$ cat src/include/scb_pkg.sv
// Constants, pin groups and state layout of the serial clock/format/baud core
package scb_pkg;
	// Register indices on the plain register port
	localparam logic [2:0] REG_CTRL1 = 3'h0;
	localparam logic [2:0] REG_CTRL2 = 3'h1;
	localparam logic [2:0] REG_BAUD = 3'h2;
	localparam logic [2:0] REG_STATUS = 3'h3;
	localparam logic [2:0] REG_DATA_HI = 3'h4;
	localparam logic [2:0] REG_DATA_LO = 3'h5;
	// Field positions
	localparam int C1_MASTER = 4;
	localparam int C1_CLOCK_POLARITY = 3;
	localparam int C1_CLOCK_PHASE = 2;
	localparam int C1_SOE = 1;
	localparam int C1_LSB_FIRST_ENABLE = 0;
	localparam int C2_WLEN = 6;
	localparam int C2_FDE = 4;
	localparam int BAUD_PRE_LSB = 4;
	localparam int BAUD_RATE_LSB = 0;
	localparam int ST_RXFULL = 7;
	localparam int ST_TXEMPTY = 5;
	localparam int ST_FAULT = 4;
	// Serial clock edges in one word
	localparam logic [5:0] EDGES_8 = 6'h10;
	localparam logic [5:0] EDGES_16 = 6'h20;
	// Sequencer states
	typedef enum logic [1:0] {
		ST_IDLE = 2'b00,
		ST_LEAD = 2'b01,
		ST_RUN = 2'b10,
		ST_TRAIL = 2'b11
	} scb_seq_t;
	// Register port request
	typedef struct packed {
		logic [2:0] addr;
		logic [7:0] wdata;
		logic wr;
		logic rd;
	} scb_bus_req_t;
	// Pin levels seen by the core
	typedef struct packed {
		logic sclk;
		logic mosi;
		logic miso;
		logic ss_n;
	} scb_pin_in_t;
	// Pin drives; each _oe_n is low while the core drives the pin
	typedef struct packed {
		logic sclk_o;
		logic sclk_oe_n;
		logic mosi_o;
		logic mosi_oe_n;
		logic miso_o;
		logic miso_oe_n;
		logic ss_n_o;
		logic ss_oe_n;
	} scb_pin_out_t;
	// Whole state of the core
	typedef struct packed {
		logic master_sel;
		logic clock_polarity;
		logic clock_phase;
		logic soe;
		logic lsb_first_enable;
		logic fde;
		logic wlen;
		logic [2:0] presc;
		logic [2:0] rate;
		logic rx_full;
		logic tx_empty;
		logic fault;
		logic fault_armed;
		logic [15:0] tx_buf;
		logic [7:0] tx_hi;
		logic [7:0] tx_lo;
		logic hi_pend;
		logic lo_pend;
		logic [15:0] rx_data;
		logic [15:0] hold;
		logic hold_valid;
		scb_seq_t st;
		logic [15:0] sh;
		logic smp;
		logic [5:0] edge_cnt;
		logic [10:0] div_cnt;
		logic sclk_lvl;
		logic sclk_prev;
		logic sel;
		logic [7:0] rdata;
	} scb_state_t;
	// Reset image: idle, transmit buffer empty
	localparam scb_state_t STATE_RST = '{st: ST_IDLE, tx_empty: 1'b1, default: '0};
endpackage : scb_pkg

$ cat src/scb_core.sv
// Serial peripheral core: clock formats, baud divider, automatic select, mode fault
//
// Summary of operation
// - Master word length change aborts transfer, goes idle, clears status.
// - Clock polarity inverts serial clock idle level and edges.
// - Phase one: bit one starts at select fall, last ends half period after the last edge.
// - Phase one: select output falls half period before first edge.
// - Phase one: slave drives output and presents first bit on select; first edge does not shift.
// - Phase one: even edges sample, odd edges after the first shift.
// - Phase one: slave select may stay low between words.
// - Phase zero: select low from bit one until half period after last.
// - Phase zero: slave drives first bit, order by lsb first, on select.
// - Phase zero: odd edges sample, even edges shift.
// - Phase zero: slave select returns high between words.
// - Prescaler divides bus clock by one through eight.
// - Rate select divides prescaler output by two through 256.
// - Divisor is (prescale plus one) times two to (rate plus one).
// - Divider runs only while master and transferring.
// - Automatic select is low during transfers and high when idle.
// - Automatic select needs master, select output and fault detect enables.
// - Mode fault detection is off while automatic select is on.
// - Master fault: select low clears master, sets fault, releases, aborts.
// - Unselected slave floats its output, ignores the clock, never shifts.
// - After the last shift received word is stored and rx full set.
// - Eight-bit mode uses low byte only; sixteen-bit moves coherent words.
//
// Chosen here: the address-and-strobe port and the register addresses.
`timescale 1ns/1ps
module scb_core
	import scb_pkg::*;
(
	// Clock and reset
	input wire logic clk,
	input wire logic rstn,
	// Register port
	input wire scb_bus_req_t bus,
	output logic [7:0] rdata,
	// Serial pins
	input wire scb_pin_in_t pin_in,
	output scb_pin_out_t pin_out
);

	scb_state_t s;
	scb_state_t n;
	logic [10:0] half_m1;
	logic [5:0] last_edge;
	logic mode_fault;
	logic wlen_chg;
	logic auto_ss;
	logic edge_ev;
	logic din;
	logic done;
	logic [5:0] e_num;
	logic [15:0] fin;

	// Shift one place toward the output end, new bit in at the far end
	function automatic logic [15:0] scb_shift(input logic [15:0] v, input logic b,
		input logic lsb, input logic w16);
		logic [15:0] r;
		r = {v[14:0], b};
		if (lsb) begin
			r = {1'b0, v[15:1]};
			if (w16) begin
				r[15] = b;
			end else begin
				r[7] = b;
			end
		end
		return r;
	endfunction : scb_shift

	// Bit currently presented by the shifter
	function automatic logic scb_out_bit(input logic [15:0] v, input logic lsb,
		input logic w16);
		logic r;
		r = w16 ? v[15] : v[7];
		if (lsb) begin
			r = v[0];
		end
		return r;
	endfunction : scb_out_bit

	// Half serial period minus one: (prescale+1) * 2^rate bus cycles
	assign half_m1 = (({8'h00, s.presc} + 11'h001) << s.rate) - 11'h001;
	assign last_edge = s.wlen ? EDGES_16 : EDGES_8;
	// Fault watch is off whenever the select pin is our own output
	assign auto_ss = s.master_sel && s.soe && s.fde;
	assign mode_fault = s.master_sel && s.fde && !s.soe && !pin_in.ss_n;
	assign wlen_chg = bus.wr && (bus.addr == REG_CTRL2) && s.master_sel
		&& (bus.wdata[C2_WLEN] != s.wlen);

	// Pin drives straight from state flops; polarity is a plain inversion
	assign pin_out.sclk_o = s.sclk_lvl ^ s.clock_polarity;
	assign pin_out.sclk_oe_n = !s.master_sel;
	assign pin_out.mosi_o = scb_out_bit(s.sh, s.lsb_first_enable, s.wlen);
	assign pin_out.mosi_oe_n = !s.master_sel;
	assign pin_out.miso_o = scb_out_bit(s.sh, s.lsb_first_enable, s.wlen);
	assign pin_out.miso_oe_n = !(s.sel && !s.fault);
	assign pin_out.ss_n_o = (s.st == ST_IDLE);
	assign pin_out.ss_oe_n = !auto_ss;
	assign rdata = s.rdata;

	// Next-state logic for registers, sequencer and shifter
	always_comb begin
		n = s;
		n.rdata = 8'h00;
		edge_ev = 1'b0;
		din = 1'b0;
		done = 1'b0;
		e_num = 6'(s.edge_cnt + 6'h01);
		fin = s.sh;

		// Register writes; data only enters an empty transmit buffer
		if (bus.wr) begin
			unique case (bus.addr)
				REG_CTRL1: begin
					n.master_sel = bus.wdata[C1_MASTER];
					n.clock_polarity = bus.wdata[C1_CLOCK_POLARITY];
					n.clock_phase = bus.wdata[C1_CLOCK_PHASE];
					n.soe = bus.wdata[C1_SOE];
					n.lsb_first_enable = bus.wdata[C1_LSB_FIRST_ENABLE];
					// Status read with fault set, then this write, clears it
					if (s.fault_armed) begin
						n.fault = 1'b0;
					end
					n.fault_armed = 1'b0;
				end
				REG_CTRL2: begin
					n.fde = bus.wdata[C2_FDE];
					n.wlen = bus.wdata[C2_WLEN];
				end
				REG_BAUD: begin
					n.presc = bus.wdata[BAUD_PRE_LSB +: 3];
					n.rate = bus.wdata[BAUD_RATE_LSB +: 3];
				end
				REG_DATA_HI: begin
					if (s.wlen && s.tx_empty) begin
						if (s.lo_pend) begin
							n.tx_buf = {bus.wdata, s.tx_lo};
							n.tx_empty = 1'b0;
							n.lo_pend = 1'b0;
						end else begin
							n.tx_hi = bus.wdata;
							n.hi_pend = 1'b1;
						end
					end
				end
				REG_DATA_LO: begin
					if (s.tx_empty) begin
						if (!s.wlen) begin
							n.tx_buf = {8'h00, bus.wdata};
							n.tx_empty = 1'b0;
						end else if (s.hi_pend) begin
							n.tx_buf = {s.tx_hi, bus.wdata};
							n.tx_empty = 1'b0;
							n.hi_pend = 1'b0;
						end else begin
							n.tx_lo = bus.wdata;
							n.lo_pend = 1'b1;
						end
					end
				end
				default: begin
				end
			endcase
		end

		// Register reads; a read of either data byte freezes the pair
		if (bus.rd) begin
			unique case (bus.addr)
				REG_CTRL1: begin
					n.rdata[C1_MASTER] = s.master_sel;
					n.rdata[C1_CLOCK_POLARITY] = s.clock_polarity;
					n.rdata[C1_CLOCK_PHASE] = s.clock_phase;
					n.rdata[C1_SOE] = s.soe;
					n.rdata[C1_LSB_FIRST_ENABLE] = s.lsb_first_enable;
				end
				REG_CTRL2: begin
					n.rdata[C2_FDE] = s.fde;
					n.rdata[C2_WLEN] = s.wlen;
				end
				REG_BAUD: begin
					n.rdata[BAUD_PRE_LSB +: 3] = s.presc;
					n.rdata[BAUD_RATE_LSB +: 3] = s.rate;
				end
				REG_STATUS: begin
					n.rdata[ST_RXFULL] = s.rx_full;
					n.rdata[ST_TXEMPTY] = s.tx_empty;
					n.rdata[ST_FAULT] = s.fault;
					if (s.fault) begin
						n.fault_armed = 1'b1;
					end
				end
				REG_DATA_HI: begin
					if (s.wlen) begin
						n.rdata = s.hold_valid ? s.hold[15:8] : s.rx_data[15:8];
						n.hold = s.rx_data;
						n.hold_valid = !s.hold_valid;
						if (s.hold_valid) begin
							n.hold = s.hold;
						end
					end
				end
				REG_DATA_LO: begin
					n.rdata = s.rx_data[7:0];
					n.rx_full = 1'b0;
					if (s.wlen) begin
						n.rdata = s.hold_valid ? s.hold[7:0] : s.rx_data[7:0];
						n.hold = s.hold_valid ? s.hold : s.rx_data;
						n.hold_valid = !s.hold_valid;
					end
				end
				default: begin
				end
			endcase
		end

		// Edge source: own divider as master, sampled pin as selected slave
		n.sclk_prev = pin_in.sclk;
		n.sel = !s.master_sel && !pin_in.ss_n;
		if (s.master_sel) begin
			// The lead half period ends on the first clock edge itself
			edge_ev = (s.st == ST_LEAD || s.st == ST_RUN) && (s.div_cnt == 11'h000);
			din = pin_in.miso;
		end else begin
			edge_ev = s.sel && n.sel && (pin_in.sclk != s.sclk_prev);
			din = pin_in.mosi;
		end

		// Sample and shift on alternate edges; the phase picks which
		if (edge_ev) begin
			n.edge_cnt = e_num;
			if (!s.clock_phase) begin
				if (e_num[0]) begin
					n.smp = din;
				end else begin
					n.sh = scb_shift(s.sh, s.smp, s.lsb_first_enable, s.wlen);
				end
			end else begin
				if (!e_num[0]) begin
					n.smp = din;
				end else if (e_num != 6'h01) begin
					n.sh = scb_shift(s.sh, s.smp, s.lsb_first_enable, s.wlen);
				end
			end
			// Last edge: phase one folds its final shift in here
			if (e_num == last_edge) begin
				done = 1'b1;
				fin = scb_shift(s.sh, s.clock_phase ? din : s.smp, s.lsb_first_enable, s.wlen);
				// Master phase one holds the last bit (eight or sixteen) through the trailing half period;
				// shifting on this sampling edge would race the far side's sample
				n.sh = (s.master_sel && s.clock_phase) ? s.sh : fin;
				n.rx_data = s.wlen ? fin : {8'h00, fin[7:0]};
				n.rx_full = 1'b1;
			end
		end

		// Master sequencer; the divider only counts outside idle
		if (s.master_sel) begin
			unique case (s.st)
				ST_IDLE: begin
					n.div_cnt = 11'h000;
					n.sclk_lvl = 1'b0;
					if (!s.tx_empty) begin
						n.sh = s.tx_buf;
						n.tx_empty = 1'b1;
						n.edge_cnt = 6'h00;
						n.div_cnt = half_m1;
						n.st = ST_LEAD;
					end
				end
				ST_LEAD: begin
					n.div_cnt = 11'(s.div_cnt - 11'h001);
					// Select has been low one half period: first edge now
					if (edge_ev) begin
						n.div_cnt = half_m1;
						n.sclk_lvl = !s.sclk_lvl;
						n.st = ST_RUN;
					end
				end
				ST_RUN: begin
					n.div_cnt = 11'(s.div_cnt - 11'h001);
					if (edge_ev) begin
						n.div_cnt = half_m1;
						n.sclk_lvl = !s.sclk_lvl;
						if (done) begin
							n.st = ST_TRAIL;
						end
					end
				end
				ST_TRAIL: begin
					n.div_cnt = 11'(s.div_cnt - 11'h001);
					if (s.div_cnt == 11'h000) begin
						n.div_cnt = 11'h000;
						n.st = ST_IDLE;
					end
				end
			endcase
		end else begin
			// Slave: load on selection and after each word while held low
			n.st = ST_IDLE;
			n.div_cnt = 11'h000;
			n.sclk_lvl = 1'b0;
			if ((n.sel && !s.sel) || done) begin
				n.edge_cnt = 6'h00;
				if (!s.tx_empty) begin
					n.sh = s.tx_buf;
					n.tx_empty = 1'b1;
				end
			end
			if (!n.sel) begin
				n.edge_cnt = 6'h00;
			end
		end

		// Word length flip as master drops everything back to reset status
		if (wlen_chg) begin
			n.st = ST_IDLE;
			n.sclk_lvl = 1'b0;
			n.edge_cnt = 6'h00;
			n.div_cnt = 11'h000;
			n.rx_full = 1'b0;
			n.fault = 1'b0;
			n.fault_armed = 1'b0;
			n.tx_empty = 1'b1;
			n.hi_pend = 1'b0;
			n.lo_pend = 1'b0;
		end

		// Another master pulled select low: step down and release pins
		if (mode_fault) begin
			n.master_sel = 1'b0;
			n.fault = 1'b1;
			n.st = ST_IDLE;
			n.sclk_lvl = 1'b0;
			n.edge_cnt = 6'h00;
			n.div_cnt = 11'h000;
		end
	end

	// State register
	always_ff @(posedge clk or negedge rstn) begin
		if (!rstn) begin
			s <= STATE_RST;
		end else begin
			s <= n;
		end
	end
endmodule : scb_core

$ cat config.mk
export PLATFORM = sky130hd
export DESIGN_NAME = scb_core
export DESIGN_NICKNAME = d
export VERILOG_FILES = /design/src/include/scb_pkg.sv /design/src/scb_core.sv
export SDC_FILE = /design/constraint.sdc
export NUM_CORES = 1
export LEC_CHECK = 0
export ABC_AREA = 1
export BUFFER_PORTS_ARGS = -buffer_cell sky130_fd_sc_hd__buf_2
export CAP_MARGIN = 30
export CORE_MARGIN = 3
export CORE_UTILIZATION = 55
export DETAILED_ROUTE_END_ITERATION = 7
export PLACE_DENSITY = 0.72
export SYNTH_ARGS = -nofsm -noshare
export SYNTH_HDL_FRONTEND = slang
export SYNTH_SLANG_ARGS = --single-unit
$ cat constraint.sdc
create_clock -name clk -period 5.1 [get_ports clk]
set_input_delay 1.02 -clock clk [delete_from_list [all_inputs] [get_ports clk]]
set_output_delay 1.02 -clock clk [all_outputs]
set_load 0.05 [all_outputs]
# ---- Word level (Yosys, flattened, before mapping)
# Cells that the tools add are included.
dict set report totals {
  register_bits 131
  elab_cells 227
  output_inout_bits 16
  input_bits 19
}
dict set report op_classes {
  bitwise 4
  n_reduce_logical 57
  n_shift 1
  eq_ne 29
  add_sub_neg 4
  n_mux 102
}
# op n
set ops {}
lappend ops {{$mux W16} 15}
lappend ops {{$mux W18} 5}
lappend ops {{$mux W8} 9}
lappend ops {{$mux W37} 1}
lappend ops {{$mux W1} 34}
lappend ops {{$mux W17} 2}
lappend ops {{$pmux W11 S3} 1}
lappend ops {{$pmux W16 S2} 1}
lappend ops {{$mux W6} 5}
lappend ops {{$mux W24} 1}
lappend ops {{$mux W23} 1}
lappend ops {{$sub A11 B1 Y11 const B} 2}
lappend ops {{$mux W10} 2}
lappend ops {{$mux W2} 10}
lappend ops {{$ne A5 B5 Y1 const B} 4}
lappend ops {{$ne A3 B3 Y1 const B} 6}
lappend ops {{$reduce_and A6 Y1} 3}
lappend ops {{$logic_and A1 B1 Y1} 16}
lappend ops {{$mux W13} 1}
lappend ops {{$mux W12} 1}
lappend ops {{$pmux W3 S4} 1}
lappend ops {{$reduce_and A2 Y1} 6}
lappend ops {{$reduce_bool A3 Y1} 4}
lappend ops {{$logic_not A11 Y1} 1}
lappend ops {{other kinds (34)} 65}

# ---- Longest topological paths before layout
dict set report logic_depth {
  ltp_word 12
  mapped_depth 16
  ltp_nobuf 16
}

# ---- Worst setup path before layout
# OpenSTA, ideal clock, no wires.
dict set report synth_path {
  kind {flip-flop to output port}
  start {register s[126] (netlist name)}
  end {output port pin_out[5] (netlist name)}
  slack_ns 2.011
  path_stages_with_launch 6
  t_arrival_ns 2.069
  cell_sequence {dfrtp_1 clkbuf_1 clkbuf_1 a21oi_1 a22oi_1 buf_4}
}
# item line
set synth_rtl {}
lappend synth_rtl {{start: declaration} scb_core.sv:43} ;# scb_state_t s;
lappend synth_rtl {{start signal: assignment} scb_core.sv:346} ;# s <= n;
lappend synth_rtl {{end: declaration} scb_core.sv:40} ;# output scb_pin_out_t pin_out

==> impl_metrics.toml <==
[routing]
drc_errors = 0
ant_nets = 0
first_pass_iters = 7
drtIter0Drc = 807
vias = 7390
wl_microns = 21530
via_per_inst = 5.851
post_drt_wl_per_cell_microns = 17.04

[clock_tree]
cts_setup_buffers = 0
clkTransAtPathRegs_ns = 0.06
cts-root-buf = "clkbuf_16"
htree_num_levels = 4
postCtsResizedCells = 0
hold_buffers = 0
worst_skew_pair.late_latency_ns = 0.42
cts_tree = "yes"
cts_buffers = 17
cts.sinks = 131
ctsLongestPathBuffers = 2

[die]
die-area_sq_um = 16060
coreArea_sq_um = 14040
io_pins = 35
die_h_microns = 126.7
rows = 43
die_w_microns = 126.7
initial_core_util = 0.5710

[setup_path]
cp_cell_sequence = "inv_1 > nand2_1 > a22oi_1 > buf_2"
cp_max_fo = 20
worst_path_dominant_cell_family = "buffers and inverters"
path_buf_inv = 2
crit_type = "register to output pin"
regToRegSetupSlack_ns = 2.03
cp.arrival_ns = 2.18
crit_path_max_incr_delay_ns = 0.66
endpoint_kind = "output pin"
start_kind = "register"
crit_slowest_cell = "dfrtp_1"
crit_required_ns = 4.08

[place]
port_buffers = 34
gp_congestion = 0.9298
place_hpwl_microns = 15340
dpl_cell_area_sq_um = 8143
place_ws_ns = 1.723

[flow_run]
max_cap_viol_count = 0

[sta]
finalHoldViolCount = 0
setup_ws_ns = 1.895
setup_viol = 0
rsz0062_at_grt = "no"
min_period_ns = 3.205
timing.fmax_mhz = 312.0
finalMaxSlewViolations = 0
worstMarginPinSlew_ns = 1.019
tns_ns = 0
fin_skew_ns = 0.009868
period_share = 0.6284
max_slew_margin = 0.3190

[global_route]
grt_pass1_vias = 6851
antenna_found_initial = 0
top_usage_layer = "met2"
grt_use_total = 0.2778
grt-ovfl-total = 0
use_met1 = 0.4090
grt_util_met3 = 0.05221
grt_max_degree = 103
met2_usage = 0.4222
grt_pass1_wl_microns = 35890

[logic_synthesis]
syn-num-nets = 1104
synthArstFlopShare = 1.000
syn_area_per_cell_sq_um = 7.472
syn_inst = 1073
syn_area_sq_um = 8018
synth-edff-count = 0
synth.distinct_cells = 56
synth_top_flop_cell = "dfrtp_1"
ys_seq_elements = 131
ys_warn_count = 0
seq_area_frac_synth = 0.4090

[final_layout]
fin_util = 0.6226
final_cell_area_sq_um = 8742
areaGrowthSynthToFinish_pct = 9.036
layout.nets = 1101
drive_above_1_share = 0.1043
n_antenna_cell = 0

[power_and_ir_drop]
irDropWorstVdd_uv = 341.9
leakage_uw = 0.004111
power.density_nw_per_um2 = 558.8

[min_path]
hp-class = "register to register"

[run_status]
status = "finished clean"
[worst paths after layout]
check / cells past startpoint / from / to
max in group asynchronous: 3 / rstn / s[44]$_DFF_PN0_
min in group asynchronous: 2 / rstn / s[56]$_DFFE_PN0P_
hold reg to reg: 2 / s[89]$_DFFE_PN0P_ / s[89]$_DFFE_PN0P_
hold / removal: 2 / s[89]$_DFFE_PN0P_ / s[89]$_DFFE_PN0P_
setup reg to reg: 16 / s[11]$_DFF_PN0_ / s[44]$_DFF_PN0_
setup / recovery: 4 / s[124]$_DFFE_PN0P_ / pin_out[5]
[where the power goes]
| part | internal (uW) | switching (uW) | total, uW | leakage [uW] |
|---|---|---|---|---|
| clock network | 712 | 463 | 1180 | 0.000274 |
| logic | 698 | 1460 | 2160 | 0.00212 |
| registers | 1290 | 266 | 1550 | 0.00171 |
| total | 2700 | 2190 | 4880 | 0.00411 |
[sequential cells by signal (all words and copies together) (netlist names)]
register / cells
s: 123
rdata: 8
[layer usage]
metal | vias up | part of all wire
li1 | 3567 | -
met2 | 301 | 0.46
met5 | - | 0
met1 | 3493 | 0.45
met4 | 0 | 0.017
met3 | 29 | 0.074
[cells in the mapped netlist, drive strengths merged (2+ instances only)]
library cell / instances / area (sq um)
nand2: 236 / 927.1
o21ai: 134 / 693.2
dfrtp: 130 / 3253
inv: 116 / 437.9
nand3: 106 / 568.1
nor2: 83 / 342.8
a21oi: 58 / 294.0
clkbuf: 33 / 123.9
buf: 29 / 197.7
a22oi: 24 / 180.2
xor2: 16 / 147.7
o22ai: 14 / 87.58
nor3: 13 / 96.35
ha: 12 / 150.1
o211ai: 11 / 82.58
a31oi: 9 / 56.30
nand3b: 9 / 67.56
xnor2: 6 / 52.55
a211oi: 5 / 37.54
or2: 5 / 31.29
clkinv: 4 / 15.01
nand4: 4 / 25.02
a221oi: 2 / 17.52
nor3b: 2 / 15.01
o31ai: 2 / 15.01
[stage by stage]
step           hold slack (ns)  power, uW  std cells
4_1_cts                 0.4882       4853       1262
2_1_floorplan           0.4296       3201       1073
6_report                0.4858       4885       1263
3_5_place_dp            0.4740       3668       1230
5_1_grt                 0.5057       5240       1263
3_3_place_gp            0.4669       3637       1229
[logic make-up (layout without fill, tap and decap cells)]
| logic type | count (synthesis) | in the layout | share of synthesized area |
|---|---|---|---|
| AND/OR/NAND/NOR | 459 | 459 | 0.2594 |
| AO/OA/AOI/OAI | 267 | 267 | 0.1913 |
| buffers and inverters | 182 | 192 | 0.09660 |
| flip-flops | 131 | 131 | 0.4090 |
| XOR/XNOR | 22 | 22 | 0.02497 |
| adder cells (fa/ha/maj) | 12 | 12 | 0.01873 |
[final cells by class]
type,count,area (sq um)
flip-flops and latches,131,3279
clock buffers,22,474.2
inverters,120,452.9
well taps,180,225.2
fillers,1286,5300
repair buffers,40,249.0
clock inverters,10,97.59
multi-input cells,760,3964
[worst reg2reg max path, cell delays in order (launching register included)]
cell	delay, ns
dfrtp_1	0.36
inv_1	0.09
ha_1	0.21
nand2_2	0.09
nor3_4	0.24
nand2_2	0.11
nor2_2	0.11
nand2_1	0.09
nand2_4	0.23
inv_2	0.25
nor2_8	0.46
inv_4	0.12
nand2_8	0.15
nand2_4	0.17
o21a_1	0.18
nand2_1	0.05
nand2_1	0.05
[cells in the final DEF, fill, tap and decap left out, types with 11 or more instances in the layout]
| master | synthesis | final |
|---|---|---|
| a21oi_1 | 57 | 57 |
| a22oi_1 | 24 | 24 |
| buf_2 | 11 | 33 |
| clkbuf_16 | 0 | 17 |
| dfrtp_1 | 130 | 130 |
| ha_1 | 12 | 12 |
| inv_1 | 106 | 106 |
| nand2_1 | 229 | 229 |
| nand3_1 | 100 | 100 |
| nor2_1 | 78 | 78 |
| o211ai_1 | 11 | 11 |
| o21ai_0 | 124 | 124 |
| o22ai_1 | 14 | 14 |
| xor2_1 | 15 | 15 |
Note: power is estimated with default switching activity, not from simulation.
